--- src/verilog/jtpg_pkg.sv ---
package jtpg_pkg;
    // Test pattern selection codes
    localparam int        TSEL_W      = 4;
    localparam logic [3:0] TSEL_NONE   = 4'h0;  // Normal link, zero payload
    localparam logic [3:0] TSEL_LONG   = 4'h1;  // Long transport pattern
    localparam logic [3:0] TSEL_D21    = 4'h2;  // Continuous D21.5
    localparam logic [3:0] TSEL_K28    = 4'h3;  // Continuous K28.5
    localparam logic [3:0] TSEL_REPILA = 4'h4;  // Alignment sequence forever
    localparam logic [3:0] TSEL_RANDOM_JITTER_PATTERN   = 4'h5;  // Modified random pattern

    // Link configuration
    localparam int         CFG_W           = 5;
    localparam logic [4:0] CFG_SINGLE_LINK = 5'h0f;  // Only configuration with one link

    // Octet stream layout: {k flag, octet}
    localparam int         OCT_W    = 9;
    localparam int         K_BIT    = 8;
    localparam logic [7:0] OCT_D21_5 = 8'hb5;
    localparam logic [7:0] OCT_K28_5 = 8'hbc;
    localparam logic [7:0] OCT_K28_0 = 8'h1c;  // Multiframe start marker
    localparam logic [7:0] OCT_K28_3 = 8'h7c;  // Multiframe end marker
    localparam logic [7:0] OCT_ZERO  = 8'h00;

    // Long transport pattern geometry
    localparam int         OCTETS_PER_SAMPLE = 2;   // 16-bit containers
    localparam int         LONG_EXTRA_FRAMES = 2;   // Frames beyond the walking phase
    localparam int         WORD_W            = 16;
    localparam int         HI_LSB            = 8;

    // Counter widths and reset values
    localparam int          IDX_W      = 8;
    localparam int          FRM_W      = 16;
    localparam int          MFC_W      = 4;
    localparam logic [7:0]  IDX_RST    = 8'h00;
    localparam logic [15:0] FRM_RST    = 16'h0000;
    localparam logic [3:0]  MFC_RST    = 4'h0;

    // Modified random pattern, entry 0 sent first
    localparam int          RANDOM_JITTER_PATTERN_LEN  = 12;
    localparam logic [3:0]  RANDOM_JITTER_PATTERN_LAST = 4'hb;
    localparam logic [3:0]  RANDOM_JITTER_PATTERN_RST  = 4'h0;
    localparam logic [11:0][7:0] RANDOM_JITTER_PATTERN_TAB = {8'h59, 8'h35, 8'hfb, 8'h5e, 8'h14, 8'hb3,
                                             8'h8f, 8'h6b, 8'h47, 8'h23, 8'hd7, 8'hbe};

    // Link sequencing states
    typedef enum logic [4:0] {
        ST_OFF  = 5'b00001,
        ST_CGS  = 5'b00010,
        ST_ILAS = 5'b00100,
        ST_DATA = 5'b01000,
        ST_RAW  = 5'b10000
    } link_state_e;
endpackage

--- src/verilog/octet_if.sv ---
// Valid/ready octet stream between the generator, the FIFO and the lane stage
interface octet_if #(parameter int W = 9);
    logic [W-1:0] data;   // Payload
    logic         valid;  // Source has a word
    logic         ready;  // Sink takes it

    modport src (output data, output valid, input ready);
    modport snk (input data, input valid, output ready);
endinterface

--- src/verilog/octet_fifo.sv ---
module octet_fifo #(
    parameter int WIDTH = 9,
    parameter int DEPTH = 16
) (
    // Clocking
    input  wire logic clk_i,
    input  wire logic rst_n_i,
    input  wire logic ce_i,
    input  wire logic flush_i,
    // Streams
    octet_if.snk      wr,
    octet_if.src      rd
);
    localparam int AW = $clog2(DEPTH);

    logic [WIDTH-1:0] mem [DEPTH];   // Storage, not reset: only valid words are read
    logic [AW:0]      wr_ptr;        // Extra bit tells full from empty
    logic [AW:0]      rd_ptr;
    logic             full;
    logic             empty;
    logic             push;
    logic             pop;

    assign empty    = (wr_ptr == rd_ptr);
    assign full     = (wr_ptr[AW] != rd_ptr[AW]) && (wr_ptr[AW-1:0] == rd_ptr[AW-1:0]);
    assign wr.ready = !full && !flush_i;
    assign rd.valid = !empty;
    assign rd.data  = mem[rd_ptr[AW-1:0]];
    assign push     = ce_i && wr.valid && wr.ready;
    assign pop      = ce_i && rd.valid && rd.ready;

    // Write side
    always_ff @(posedge clk_i) begin
        if (push) begin
            mem[wr_ptr[AW-1:0]] <= wr.data;
        end
    end

    // Pointers; flush drops stale octets when the link goes down
    always_ff @(posedge clk_i) begin
        if (!rst_n_i || (ce_i && flush_i)) begin
            wr_ptr <= '0;
            rd_ptr <= '0;
        end else begin
            if (push) begin
                wr_ptr <= wr_ptr + 1'b1;
            end
            if (pop) begin
                rd_ptr <= rd_ptr + 1'b1;
            end
        end
    end

    // A full FIFO must refuse the source
    a_fifo_full_stall: assert property (@(posedge clk_i) disable iff (!rst_n_i)
        full |-> !wr.ready && !empty)
        else $error("fifo full but still accepting");
endmodule // octet_fifo

--- src/verilog/long_pattern_word.sv ---
module long_pattern_word
    import jtpg_pkg::*;
#(
    parameter int M  = 2,
    parameter int S  = 1,
    parameter int N  = 15,
    parameter int CS = 1
) (
    // Position in the pattern
    input  wire logic [jtpg_pkg::FRM_W-1:0]  frame_idx_i,
    input  wire logic [jtpg_pkg::IDX_W-1:0]  sample_pos_i,
    // 16-bit container
    output logic      [jtpg_pkg::WORD_W-1:0] word_o
);
    localparam logic [15:0] WALK_FRAMES = 16'(M * S);
    localparam logic [15:0] MID_VALUE   = 16'(1 << (N - 1));

    logic [15:0] conv;     // Converter index within the link
    logic [15:0] sample_position_index;      // Sample position within the converter
    logic [15:0] data;     // N-bit sample value
    logic        ctrl_on;  // Walking control bit

    // Sample value per frame; both links share one generator
    always_comb begin
        conv = 16'(sample_pos_i) / 16'(S);
        sample_position_index  = 16'(sample_pos_i) % 16'(S);
        if (frame_idx_i == FRM_RST) begin
            data = conv + 16'h0001;                        // RULE1 RULE2 RULE3 RULE15
        end else if (frame_idx_i == FRM_RST + 16'h0001) begin
            data = sample_position_index + 16'h0001;                         // RULE4
        end else begin
            data = MID_VALUE;                              // RULE5
        end
        // Frame i marks sample i mod S of converter i/S, i.e. position i
        ctrl_on = (CS > 0) && (frame_idx_i < WALK_FRAMES)
                  && (frame_idx_i == 16'(sample_pos_i));  // RULE6 RULE7
        word_o  = 16'(data << CS) | 16'(ctrl_on);
    end
endmodule // long_pattern_word

--- src/verilog/jesd_tx_test_pattern_gen.sv ---
// Overview of operation
// RULE1: Frame zero samples hold converter index plus one
// RULE2: Converter indices restart per link; two links
// RULE3: Single link numbers AI0 AQ1 BI2 BQ3 (code keeps M converters per link and only turns off the B lanes)
// RULE4: Frame one samples hold position plus one
// RULE5: Later frames hold two to N minus one
// RULE6: One control bit walks over first M*S frames
// RULE7: Control bits zero after walking phase
// RULE8: Pattern starts after alignment, repeats forever
// RULE9: D21.5 mode sends only D21.5
// RULE10: K28.5 mode sends only K28.5
// RULE11: Repeat mode resends alignment, never data
// RULE12: Sync request forces comma sync, then alignment
// RULE13: Random mode cycles twelve fixed octets
// RULE14: Period is K times ceil((M*S+2)/K)
// RULE15: Link A and B carry identical pattern
// RULE16: Select mode only while link disabled
// RULE17: Frame counter clears at start, each period
module jesd_tx_test_pattern_gen
    import jtpg_pkg::*;
#(
    parameter int M          = 2,   // Converters per link
    parameter int S          = 1,   // Samples per converter per frame
    parameter int K          = 10,  // Frames per multiframe
    parameter int N          = 15,  // Sample resolution
    parameter int CS         = 1,   // Control bits per sample
    parameter int ILAS_MF    = 4,   // Multiframes in one alignment sequence
    parameter int FIFO_DEPTH = 16
) (
    // Clock, reset, enable
    input  wire logic                          MCLK_I,
    input  wire logic                          RESETN_I,
    input  wire logic                          CE_I,
    // Configuration
    input  wire logic                          LINK_EN_I,
    input  wire logic [jtpg_pkg::TSEL_W-1:0]   TEST_PATTERN_SELECT_I,
    input  wire logic [jtpg_pkg::CFG_W-1:0]    LINK_CONFIG_MODE_I,
    // Receiver side
    input  wire logic                          SYNC_N_I,
    // Lane interface
    input  wire logic                          LANE_READY_I,
    output logic                               LANE_VALID_O,
    output logic [7:0]                         LANE_A0_O,
    output logic                               LANE_A0_K_O,
    output logic [7:0]                         LANE_B0_O,
    output logic                               LANE_B0_K_O,
    output logic                               LANE_B_EN_O,
    // Status
    output logic                               LINK_DATA_O
);
    import jtpg_pkg::*;

    // Pattern geometry
    localparam int          F         = OCTETS_PER_SAMPLE * M * S;  // Octets per frame
    localparam int          P         = K * ((M * S + LONG_EXTRA_FRAMES + K - 1) / K);
    localparam logic [7:0]  OCT_LAST  = 8'(F - 1);
    localparam logic [7:0]  MF_LAST   = 8'(K - 1);
    localparam logic [3:0]  ILAS_LAST = 4'(ILAS_MF - 1);
    localparam logic [15:0] PER_LAST  = 16'(P - 1);                // RULE14
    localparam logic [15:0] WALK_END  = 16'(M * S);
    localparam logic [15:0] MID_WORD  = 16'(1 << (N - 1 + CS));

    // Synchroniser on the receiver's request pin
    logic        sync_meta;     // First stage, read only by sync_s
    logic        sync_s;        // Request line, high when idle
    logic        sync_req;      // Receiver wants comma sync

    // Latched configuration
    logic [3:0]  tsel;          // Active test pattern
    logic [4:0]  cfg;           // Active link configuration

    // Sequencing
    link_state_e state;         // Link phase
    logic [7:0]  oct_idx;       // Octet within frame
    logic [7:0]  mf_frame;      // Frame within multiframe
    logic [3:0]  mf_cnt;        // Multiframe within alignment sequence
    logic [15:0] frame_idx;     // Frame within pattern period
    logic [3:0]  random_jitter_pattern_idx;      // Position in random pattern
    logic        frame_end;     // Last octet of a frame
    logic        mf_end;        // Last octet of a multiframe
    logic        ilas_end;      // Last octet of the alignment sequence
    logic        push;          // Octet accepted into the FIFO

    // Generated octet
    logic [8:0]  gen_data;      // {k, octet}
    logic [15:0] lt_word;       // Long pattern container

    // Output stage
    logic        out_take;      // Output register may load

    octet_if #(.W(OCT_W)) wr_bus ();
    octet_if #(.W(OCT_W)) rd_bus ();

    // Two-flop synchroniser; only the second stage feeds logic
    always_ff @(posedge MCLK_I) begin
        if (!RESETN_I) begin
            sync_meta <= 1'b1;
            sync_s    <= 1'b1;
        end else if (CE_I) begin
            sync_meta <= SYNC_N_I;
            sync_s    <= sync_meta;
        end
    end

    assign sync_req = !sync_s;

    // Mode and configuration only follow the inputs while the link is down,
    // so a change mid-stream cannot tear a frame apart
    always_ff @(posedge MCLK_I) begin
        if (!RESETN_I) begin
            tsel <= TSEL_NONE;
            cfg  <= CFG_SINGLE_LINK;
        end else if (CE_I && !LINK_EN_I) begin
            tsel <= TEST_PATTERN_SELECT_I;   // RULE16
            cfg  <= LINK_CONFIG_MODE_I;
        end
    end

    // Position flags
    assign frame_end = (oct_idx == OCT_LAST);
    assign mf_end    = frame_end && (mf_frame == MF_LAST);
    assign ilas_end  = mf_end && (mf_cnt == ILAS_LAST);
    assign push      = CE_I && wr_bus.valid && wr_bus.ready;

    // Link phase sequencing
    always_ff @(posedge MCLK_I) begin
        if (!RESETN_I) begin
            state <= ST_OFF;
        end else if (CE_I) begin
            if (!LINK_EN_I) begin
                state <= ST_OFF;
            end else begin
                unique case (state)
                    ST_OFF: begin
                        // Character modes bypass the link layer entirely
                        if (tsel == TSEL_D21 || tsel == TSEL_K28 || tsel == TSEL_RANDOM_JITTER_PATTERN) begin
                            state <= ST_RAW;
                        end else begin
                            state <= ST_CGS;
                        end
                    end
                    ST_CGS: begin
                        // Leave only after at least one comma went out
                        if (!sync_req && push) begin
                            state <= ST_ILAS;   // RULE12
                        end
                    end
                    ST_ILAS: begin
                        if (sync_req) begin
                            state <= ST_CGS;    // RULE12
                        end else if (push && ilas_end && tsel != TSEL_REPILA) begin
                            state <= ST_DATA;   // RULE8
                        end
                    end
                    ST_DATA: begin
                        if (sync_req) begin
                            state <= ST_CGS;
                        end
                    end
                    ST_RAW: begin
                        state <= ST_RAW;
                    end
                endcase
            end
        end
    end

    // Frame and multiframe counters; they are zero on entry to the alignment
    // sequence and wrap back to zero at its end, so data starts at frame 0
    always_ff @(posedge MCLK_I) begin
        if (!RESETN_I) begin
            oct_idx   <= IDX_RST;
            mf_frame  <= IDX_RST;
            mf_cnt    <= MFC_RST;
            frame_idx <= FRM_RST;
        end else if (CE_I) begin
            if (state != ST_ILAS && state != ST_DATA) begin
                oct_idx   <= IDX_RST;
                mf_frame  <= IDX_RST;
                mf_cnt    <= MFC_RST;
                frame_idx <= FRM_RST;                        // RULE17
            end else if (state == ST_ILAS && sync_req) begin
                oct_idx   <= IDX_RST;
                mf_frame  <= IDX_RST;
                mf_cnt    <= MFC_RST;
            end else if (push) begin
                oct_idx <= frame_end ? IDX_RST : oct_idx + 8'h01;
                if (frame_end) begin
                    mf_frame <= mf_end ? IDX_RST : mf_frame + 8'h01;
                    if (state == ST_ILAS && mf_end) begin
                        // Repeat mode simply starts the next sequence here
                        mf_cnt <= ilas_end ? MFC_RST : mf_cnt + 4'h1;   // RULE11
                    end
                    if (state == ST_DATA) begin
                        // Pattern repeats as long as the link runs
                        frame_idx <= (frame_idx == PER_LAST) ? FRM_RST
                                     : frame_idx + 16'h0001;            // RULE8 RULE17
                    end
                end
            end
        end
    end

    // Random pattern pointer
    always_ff @(posedge MCLK_I) begin
        if (!RESETN_I) begin
            random_jitter_pattern_idx <= RANDOM_JITTER_PATTERN_RST;
        end else if (CE_I) begin
            if (state != ST_RAW) begin
                random_jitter_pattern_idx <= RANDOM_JITTER_PATTERN_RST;
            end else if (push) begin
                random_jitter_pattern_idx <= (random_jitter_pattern_idx == RANDOM_JITTER_PATTERN_LAST) ? RANDOM_JITTER_PATTERN_RST : random_jitter_pattern_idx + 4'h1;  // RULE13
            end
        end
    end

    long_pattern_word #(
        .M  (M),
        .S  (S),
        .N  (N),
        .CS (CS)
    ) u_word (
        .frame_idx_i  (frame_idx),
        .sample_pos_i (oct_idx >> 1),
        .word_o       (lt_word)
    );

    // Octet selection for the current phase
    always_comb begin
        gen_data = {1'b0, OCT_ZERO};
        unique case (state)
            ST_OFF: begin
                gen_data = {1'b0, OCT_ZERO};
            end
            ST_CGS: begin
                gen_data = {1'b1, OCT_K28_5};
            end
            ST_ILAS: begin
                // Simplified sequence: markers framing an index ramp
                if (oct_idx == IDX_RST && mf_frame == IDX_RST) begin
                    gen_data = {1'b1, OCT_K28_0};
                end else if (mf_end) begin
                    gen_data = {1'b1, OCT_K28_3};
                end else begin
                    gen_data = {1'b0, oct_idx};
                end
            end
            ST_DATA: begin
                if (tsel == TSEL_LONG) begin
                    // Most significant octet of each container goes first
                    gen_data = {1'b0, oct_idx[0] ? lt_word[HI_LSB-1:0]
                                                 : lt_word[WORD_W-1:HI_LSB]};
                end
            end
            ST_RAW: begin
                if (tsel == TSEL_D21) begin
                    gen_data = {1'b0, OCT_D21_5};          // RULE9
                end else if (tsel == TSEL_K28) begin
                    gen_data = {1'b1, OCT_K28_5};          // RULE10
                end else begin
                    gen_data = {1'b0, RANDOM_JITTER_PATTERN_TAB[random_jitter_pattern_idx]}; // RULE13
                end
            end
        endcase
    end

    assign wr_bus.data  = gen_data;
    assign wr_bus.valid = (state != ST_OFF);

    // Elastic buffer between generator and lanes; a stalled serializer backs
    // up through it and freezes the counters above
    octet_fifo #(
        .WIDTH (OCT_W),
        .DEPTH (FIFO_DEPTH)
    ) u_fifo (
        .clk_i   (MCLK_I),
        .rst_n_i (RESETN_I),
        .ce_i    (CE_I),
        .flush_i (!LINK_EN_I),
        .wr      (wr_bus.snk),
        .rd      (rd_bus.src)
    );

    assign out_take     = !LANE_VALID_O || LANE_READY_I;
    assign rd_bus.ready = out_take && LINK_EN_I;

    // Lane output register; both links see the same octet
    always_ff @(posedge MCLK_I) begin
        if (!RESETN_I) begin
            LANE_VALID_O <= 1'b0;
            LANE_A0_O    <= OCT_ZERO;
            LANE_A0_K_O  <= 1'b0;
            LANE_B0_O    <= OCT_ZERO;
            LANE_B0_K_O  <= 1'b0;
        end else if (CE_I) begin
            if (!LINK_EN_I) begin
                LANE_VALID_O <= 1'b0;
            end else if (out_take) begin
                LANE_VALID_O <= rd_bus.valid;
                if (rd_bus.valid) begin
                    LANE_A0_O   <= rd_bus.data[K_BIT-1:0];
                    LANE_A0_K_O <= rd_bus.data[K_BIT];
                    LANE_B0_O   <= rd_bus.data[K_BIT-1:0];   // RULE15
                    LANE_B0_K_O <= rd_bus.data[K_BIT];
                end
            end
        end
    end

    // Status: second link lanes and data phase
    always_ff @(posedge MCLK_I) begin
        if (!RESETN_I) begin
            LANE_B_EN_O <= 1'b0;
            LINK_DATA_O <= 1'b0;
        end else if (CE_I) begin
            LANE_B_EN_O <= (cfg != CFG_SINGLE_LINK);          // RULE2 RULE3
            LINK_DATA_O <= (state == ST_DATA);
        end
    end

    a_sync_to_cgs: assert property (@(posedge MCLK_I) disable iff (!RESETN_I) // RULE12
        (CE_I && LINK_EN_I && sync_req && (state == ST_ILAS || state == ST_DATA))
        |=> state == ST_CGS)
        else $error("sync request did not restart comma sync");

    a_cgs_comma: assert property (@(posedge MCLK_I) disable iff (!RESETN_I) // RULE12
        (state == ST_CGS && push) |-> gen_data == {1'b1, OCT_K28_5})
        else $error("comma sync sent a non-comma");

    a_d21_stream: assert property (@(posedge MCLK_I) disable iff (!RESETN_I) // RULE9
        (push && state == ST_RAW && tsel == TSEL_D21) |-> gen_data == {1'b0, OCT_D21_5})
        else $error("D21.5 mode sent another character");

    a_k28_stream: assert property (@(posedge MCLK_I) disable iff (!RESETN_I) // RULE10
        (push && state == ST_RAW && tsel == TSEL_K28) |-> gen_data == {1'b1, OCT_K28_5})
        else $error("K28.5 mode sent another character");

    a_random_jitter_pattern_wrap: assert property (@(posedge MCLK_I) disable iff (!RESETN_I) // RULE13
        (push && state == ST_RAW && tsel == TSEL_RANDOM_JITTER_PATTERN && random_jitter_pattern_idx == RANDOM_JITTER_PATTERN_LAST)
        |=> (random_jitter_pattern_idx == RANDOM_JITTER_PATTERN_RST) && (gen_data[7:0] == RANDOM_JITTER_PATTERN_TAB[0]))
        else $error("random pattern did not restart after twelve octets");

    a_ilas_repeat: assert property (@(posedge MCLK_I) disable iff (!RESETN_I) // RULE11
        (CE_I && LINK_EN_I && !sync_req && state == ST_ILAS && tsel == TSEL_REPILA)
        |=> state == ST_ILAS)
        else $error("repeat mode left the alignment sequence");

    a_long_start: assert property (@(posedge MCLK_I) disable iff (!RESETN_I) // RULE8
        (CE_I && LINK_EN_I && !sync_req && push && ilas_end && state == ST_ILAS
         && tsel == TSEL_LONG) |=> state == ST_DATA && frame_idx == FRM_RST && oct_idx == IDX_RST)
        else $error("long pattern did not start at frame zero");

    a_period_wrap: assert property (@(posedge MCLK_I) disable iff (!RESETN_I) // RULE17
        (CE_I && LINK_EN_I && !sync_req && state == ST_DATA && push && frame_end
         && frame_idx == PER_LAST) |=> frame_idx == FRM_RST)
        else $error("pattern period did not wrap");

    a_mid_value: assert property (@(posedge MCLK_I) disable iff (!RESETN_I) // RULE5
        (state == ST_DATA && tsel == TSEL_LONG && frame_idx >= WALK_END
         && frame_idx > 16'h0001 && !oct_idx[0]) |-> gen_data[7:0] == MID_WORD[15:8])
        else $error("late frame sample is not mid value");
endmodule // jesd_tx_test_pattern_gen

--- config.mk ---
export PLATFORM = sky130hd
export DESIGN_NAME = jesd_tx_test_pattern_gen
export DESIGN_NICKNAME = d
export VERILOG_FILES = /design/src/verilog/jtpg_pkg.sv /design/src/verilog/octet_if.sv /design/src/verilog/octet_fifo.sv /design/src/verilog/long_pattern_word.sv /design/src/verilog/jesd_tx_test_pattern_gen.sv
export SDC_FILE = /design/constraint.sdc
export NUM_CORES = 1
export LEC_CHECK = 0
export BUFFER_PORTS_ARGS = -buffer_cell sky130_fd_sc_hd__buf_2
export CAP_MARGIN = 10
export CORE_ASPECT_RATIO = 0.6
export CORE_MARGIN = 2
export CORE_UTILIZATION = 60
export CTS_CLUSTER_DIAMETER = 100
export DETAILED_ROUTE_END_ITERATION = 10
export MAX_ROUTING_LAYER = met4
export PLACE_DENSITY = 0.77
export SYNTH_ARGS = -nofsm -noshare
export SYNTH_HDL_FRONTEND = slang
export SYNTH_HIERARCHICAL = 1
export SYNTH_SLANG_ARGS = --single-unit
--- constraint.sdc ---
create_clock -name MCLK_I -period 6.8 [get_ports MCLK_I]
set_clock_uncertainty 0.05 [all_clocks]
set_input_delay 0.34 -clock MCLK_I [delete_from_list [all_inputs] [get_ports MCLK_I]]
set_output_delay 0.34 -clock MCLK_I [all_outputs]
set_load 0.02 [all_outputs]
Word level (Yosys, flattened, before mapping)
Memories as Yosys holds them, arrays and structs flattened. A register that Yosys moved wholly into a read port is not among the register bits.
Cells that the tools add are included.
{"block": "classes", "muxes": 47, "n_lt_le_gt_ge": 2, "bitwise_logic": 2, "add_sub_neg": 8, "reduce_logical": 47, "eq_ne": 30}
{"op": "$mux 16", "count": 6}
{"op": "$mux 8", "count": 12}
{"op": "$pmux 9 s5", "count": 1}
{"op": "$mux 4", "count": 11}
{"op": "$mux 9", "count": 4}
{"op": "$mux 15", "count": 2}
{"op": "$mux 5", "count": 6}
{"op": "$pmux 5 s5", "count": 1}
{"op": "$logic_and 1x1->1", "count": 18}
{"op": "$add 16x1->16 const B", "count": 1}
{"op": "$add 8x1->8 const B", "count": 2}
{"op": "$eq 16x1->1 const B", "count": 1}
{"op": "$eq 16x4->1 const B", "count": 1}
{"op": "$eq 16x7->1", "count": 1}
{"op": "$logic_not 16->1", "count": 1}
{"op": "$logic_not 8->1", "count": 2}
{"op": "$lt 16x2->1 const B", "count": 1}
{"op": "$or 16x1->16", "count": 1}
{"op": "$eq 4x2->1 const B", "count": 3}
{"op": "$reduce_and 4->1", "count": 3}
{"op": "$add 5x1->5 const B", "count": 2}
{"op": "$ne 5x4->1 const B", "count": 2}
{"op": "$reduce_bool 3->1", "count": 3}
{"op": "$add 4x1->4 const B", "count": 2}
{"op": "31 further kinds", "count": 49}
{"block": "word_totals", "mem_bits_rw": 144, "elab_cells": 153, "output_inout_bits": 21, "reg_bits": 69, "inputBits": 15, "rom_bits": 128, "n_memories": 2}
{"memory": "u_fifo.mem", "depth": 16, "word_bits": 9, "read_ports": 1, "rd_clocked_by_memory_dff": 1, "wr": 1, "line": "octet_fifo.sv:16", "rtl": "logic [WIDTH-1:0] mem [DEPTH];"}
{"memory": "(no name shown)", "depth": 16, "word_bits": 8, "read_ports": 1, "rd_clocked_by_memory_dff": 1, "wr": 0, "line": "jesd_tx_test_pattern_gen.sv:261", "rtl": "gen_data = {1'b0, RANDOM_JITTER_PATTERN_TAB[random_jitter_pattern_idx]};"}

Depth between registers and ports, before layout
{"block": "depth", "depth_word": 11, "mapped_depth": 16}

Modules after synthesis
The synthesis kept the hierarchy.
{"module": "octet_fifo", "n_inst": 1, "area_each_um2": 6458.7, "seq_area_each_um2": 4604.4, "cells_per_inst": 308}
{"module": "jesd_tx_test_pattern_gen", "n_inst": 1, "area_each_um2": 4451.8, "seq_area_each_um2": 1521.5, "cells_per_inst": 519}
{"module": "long_pattern_word", "n_inst": 1, "area_each_um2": 366.6, "seq_area_each_um2": 0.0, "cells_per_inst": 53}

Least setup slack after synthesis
OpenSTA, ideal clock, no wires.
{"block": "synth_path", "path_kind": "reg2reg", "from": "register u_fifo.wr_ptr[2]", "to": "register with a tool-made name", "required_time_ns": 6.629, "period_less_slack_ns": 2.867, "path_stages_with_launch": 15, "setup_ns": 0.121, "slack_ns": 3.933, "arrival_ns": 2.696, "path_cell_list": "dfxtp_1 > buf_2 > xnor2_1 > and4_1 > buf_2 > a21oi_1 > buf_2 > inv_1 > a31o_2 > a32oi_1 > nor2_1 > ha_1 > a21o_1 > o211ai_1 > mux2_2"}
{"item": "from (decl)", "line": "octet_fifo.sv:17", "rtl": "logic [AW:0] wr_ptr;"}
{"item": "from (signal assigned)", "line": "octet_fifo.sv:46", "rtl": "wr_ptr <= wr_ptr + 1'b1;"}

==> impl_metrics.ini <==
[pwr]
vdd_drop_max_mv = 0.162
p_total_mw = 2.88
power_per_cell_area_nw_per_um2 = 234
total_leakage_power_nw = 4.34

[routing]
post-route-drc-count = 0
route.vias.total = 7702
route.detailed.vias_per_inst = 6.64
wl_met3_um = 3640
length_of_routed_wiring_on_met1_um = 11800
maxUsedRoutingLayer = met4
detail_route.first_pass.iterations = 6
met2_length_um = 11200
postRouteWirelength_um = 26900
first_iter_violations = 989
detail-route-antenna-nets = 0
wl_per_cell_um = 23.2

[setup_path]
reg2regPathDepth = 11
worstPathRequired_ps = 7150
signal_arrival_time_at_the_worst_endpoint_ps = 4290
setup.worst_path.start = u_fifo/wr_ptr[2]$_SDFFE_PP0P_
timing.rr.start = u_fifo/wr_ptr[2]$_SDFFE_PP0P_
cp-end-kind = flip-flop
critical_path_class = flip-flop to flip-flop
startpoint_type = flip-flop
worstPathMaxFanout = 10

[place]
buffer_ports.inserted = 35
numPlacedInstances = 1112
globalplace.congestion = 0.939
detailedPlacementHpwl_um = 17700

[logic_synthesis]
ys_dominant_reg_cell = sky130_fd_sc_hd__edfxtp_1
synth_top_area_cell = sky130_fd_sc_hd__edfxtp_1
yosysTopAreaCellShare_pct = 38.3
netlist_instances = 880
netlist_top_cells_count = sky130_fd_sc_hd__edfxtp_1, sky130_fd_sc_hd__dfxtp_1, sky130_fd_sc_hd__nand2_1, sky130_fd_sc_hd__nor2_1, sky130_fd_sc_hd__mux2i_1
post_synth.cell_area_avg_um2 = 12.8
synth_cell_types = 83
synthArstFlopShare_pct = 0
yosysMostFrequentCell = sky130_fd_sc_hd__edfxtp_1
netlist_area_um2 = 11300
synth_register_bits = 234
synth-seq-area-share_pct = 54.3
yosys-top-cells-area = sky130_fd_sc_hd__edfxtp_1, sky130_fd_sc_hd__dfxtp_1, sky130_fd_sc_hd__mux4_1, sky130_fd_sc_hd__mux2i_1, sky130_fd_sc_hd__mux4_2
synthesis.yosys.warnings = 6
count_of_flip_flops_with_a_built_in_enable_after_synthesis = 144

[sta]
final.period_utilization_pct = 58.0
pin_slew_with_the_least_headroom_to_its_limit_ps = 1150
timing.final.hold_violations = 0
slew_headroom_pct = 23.1
top_achievable_clock_speed_mhz = 254
slew_viol_final = 0
fin_crit_ps = 3940
totalNegativeSetupSlack_ps = 0
unrepaired_setup_endpoints_after_global_routing = no
finalSetupViolCount = 0

[final_layout]
finish.cell_count_without_fillers = 1160
layout_net_count = 939
layout-drive-gt1-share_pct = 13.7
final-seq-area_um2 = 6130
multi_input_area_um2 = 4720
area_delta_synth_final_pct = 8.85
fill_cells = 1273

[cts]
cts.root.buffer_cell = sky130_fd_sc_hd__clkbuf_16
cts-root-to-sink-buffers = 3
clkSlewWorstSetupHoldPaths_ps = 70
worst_skew_pair.late_latency_ps = 510
tritoncts.num_buffers = 22
cts_tree = done
cts.sink_count = 234
h-tree-depth = 1

[die]
initial_utilization_pct = 61.8
boundaryPins = 36
floorplan.die.width_um = 181
rows = 38
dieHeight_um = 110
core_area_um2 = 18300
dieArea_um2 = 19900

[flow_run]
maxCapViolCount = 0

[global_routing]
number_of_antenna_violations_at_the_first_check_in_global_routing = 1
globalRouteTotalUtil_pct = 28.2
first_global_vias = 7021
grt_first_pass_wirelength_um = 41200
grt_max_degree = 37
overflow = 0

[status]
run_status = completed

[min_path]
min-delay-start = TEST_PATTERN_SELECT_I[0]
hold_depth = 3
timing.hold.worst.class = primary input to flip-flop
[stage by stage]
step	utilization, %	worst slack [ps]	cell area (um^2)	hold WS [ps]
floorplan	-	3930	11300	364
global placement	62.8	3310	11500	392
detailed placement	62.8	3250	11500	390
CTS	67.1	3100	12300	1.34
global route	67.2	2750	12300	7.87
finish	67.2	2860	12300	9.52
[state kept, by name, indices dropped and copies added, names as in the netlist, 4 cells and up, named ones only]
signal	count
u_fifo/rd_ptr	5
random_jitter_pattern_idx	4
u_fifo/wr_ptr	5
tsel	4
cfg	5
u_fifo/mem	144
frame_idx	16
mf_cnt	4
state	5
LANE_B0_O	8
mf_frame	8
oct_idx	8
[worst max-delay path: stages (launching register included)]
cell                       delay (ps)
sky130_fd_sc_hd__dfxtp_1          550
sky130_fd_sc_hd__xnor2_1          160
sky130_fd_sc_hd__and4_1           390
sky130_fd_sc_hd__a21oi_1          660
sky130_fd_sc_hd__inv_1            180
sky130_fd_sc_hd__a31o_2           290
sky130_fd_sc_hd__a32oi_1          450
sky130_fd_sc_hd__nor2_1           190
sky130_fd_sc_hd__ha_1             380
sky130_fd_sc_hd__a21o_1           110
sky130_fd_sc_hd__o211ai_1         100
sky130_fd_sc_hd__mux2_2           320
[cell usage in the layout, fill, tap and decap left out, drive strengths merged, types with 11 or more instances in the layout]
cell,count
nand3,31
nor2,47
buf,44
ha,21
and3,21
xnor2,22
nor4,11
o211ai,12
nand4,24
edfxtp,144
o21ai,27
nand2,63
a21oi,40
inv,27
dfxtp,90
mux2i,40
nor3,13
clkbuf,25
mux4,45
[cells by family after synthesis]
group	after synthesis	share of synthesized area [%]
DFF	234	54.3
other	2	0.0666
buffers and inverters	84	4.04
muxes	89	14.0
AOI/OAI and AO/OA	146	9.30
and+or+nand+nor	272	13.4
adders and majority gates	21	2.33
xor gates and xnor gates	32	2.49
[layer usage]
layer,vias to the layer above,GRT usage (%)
li1,3454,-
met1,3767,40.3
met2,454,39.3
met3,27,10.3
met4,0,4.65
met5,-,-
[power breakdown]
group	internal, mW	switching (mW)	total, mW
logic	0.0379	0.0733	0.111
registers	1.50	0.0134	1.52
clock network	0.715	0.534	1.25
[path summary, 6_finish.rpt]
kind	endpoint	slack, ps
hold / removal	tsel[0]$_SDFFE_PN0P_	10
setup / recovery	flip-flop	2860
setup reg to reg	flip-flop	2860
hold reg to reg	LANE_B_EN_O$_SDFFE_PN0P_	400
[what timing repair did]
| action | CTS | global route |
|---|---|---|
| setup endpoints to repair | 0 | 0 |
| setup buffers | 0 | 0 |
| hold buffers | 4 | 0 |
| gates resized for setup | 0 | 0 |
| endpoints found under the hold margin | 4 | 0 |
[layout make-up]
cell class	instances	area share [%]
multi-input combinational	569	38.5
clock buffer	25	4.58
tap	240	2.45
clock inverter	15	1.42
sequential	234	49.9
timing repair buffer	48	2.30
inverter	28	0.856
antenna	1	0.0204
Note: power is estimated with default switching activity, not from simulation.
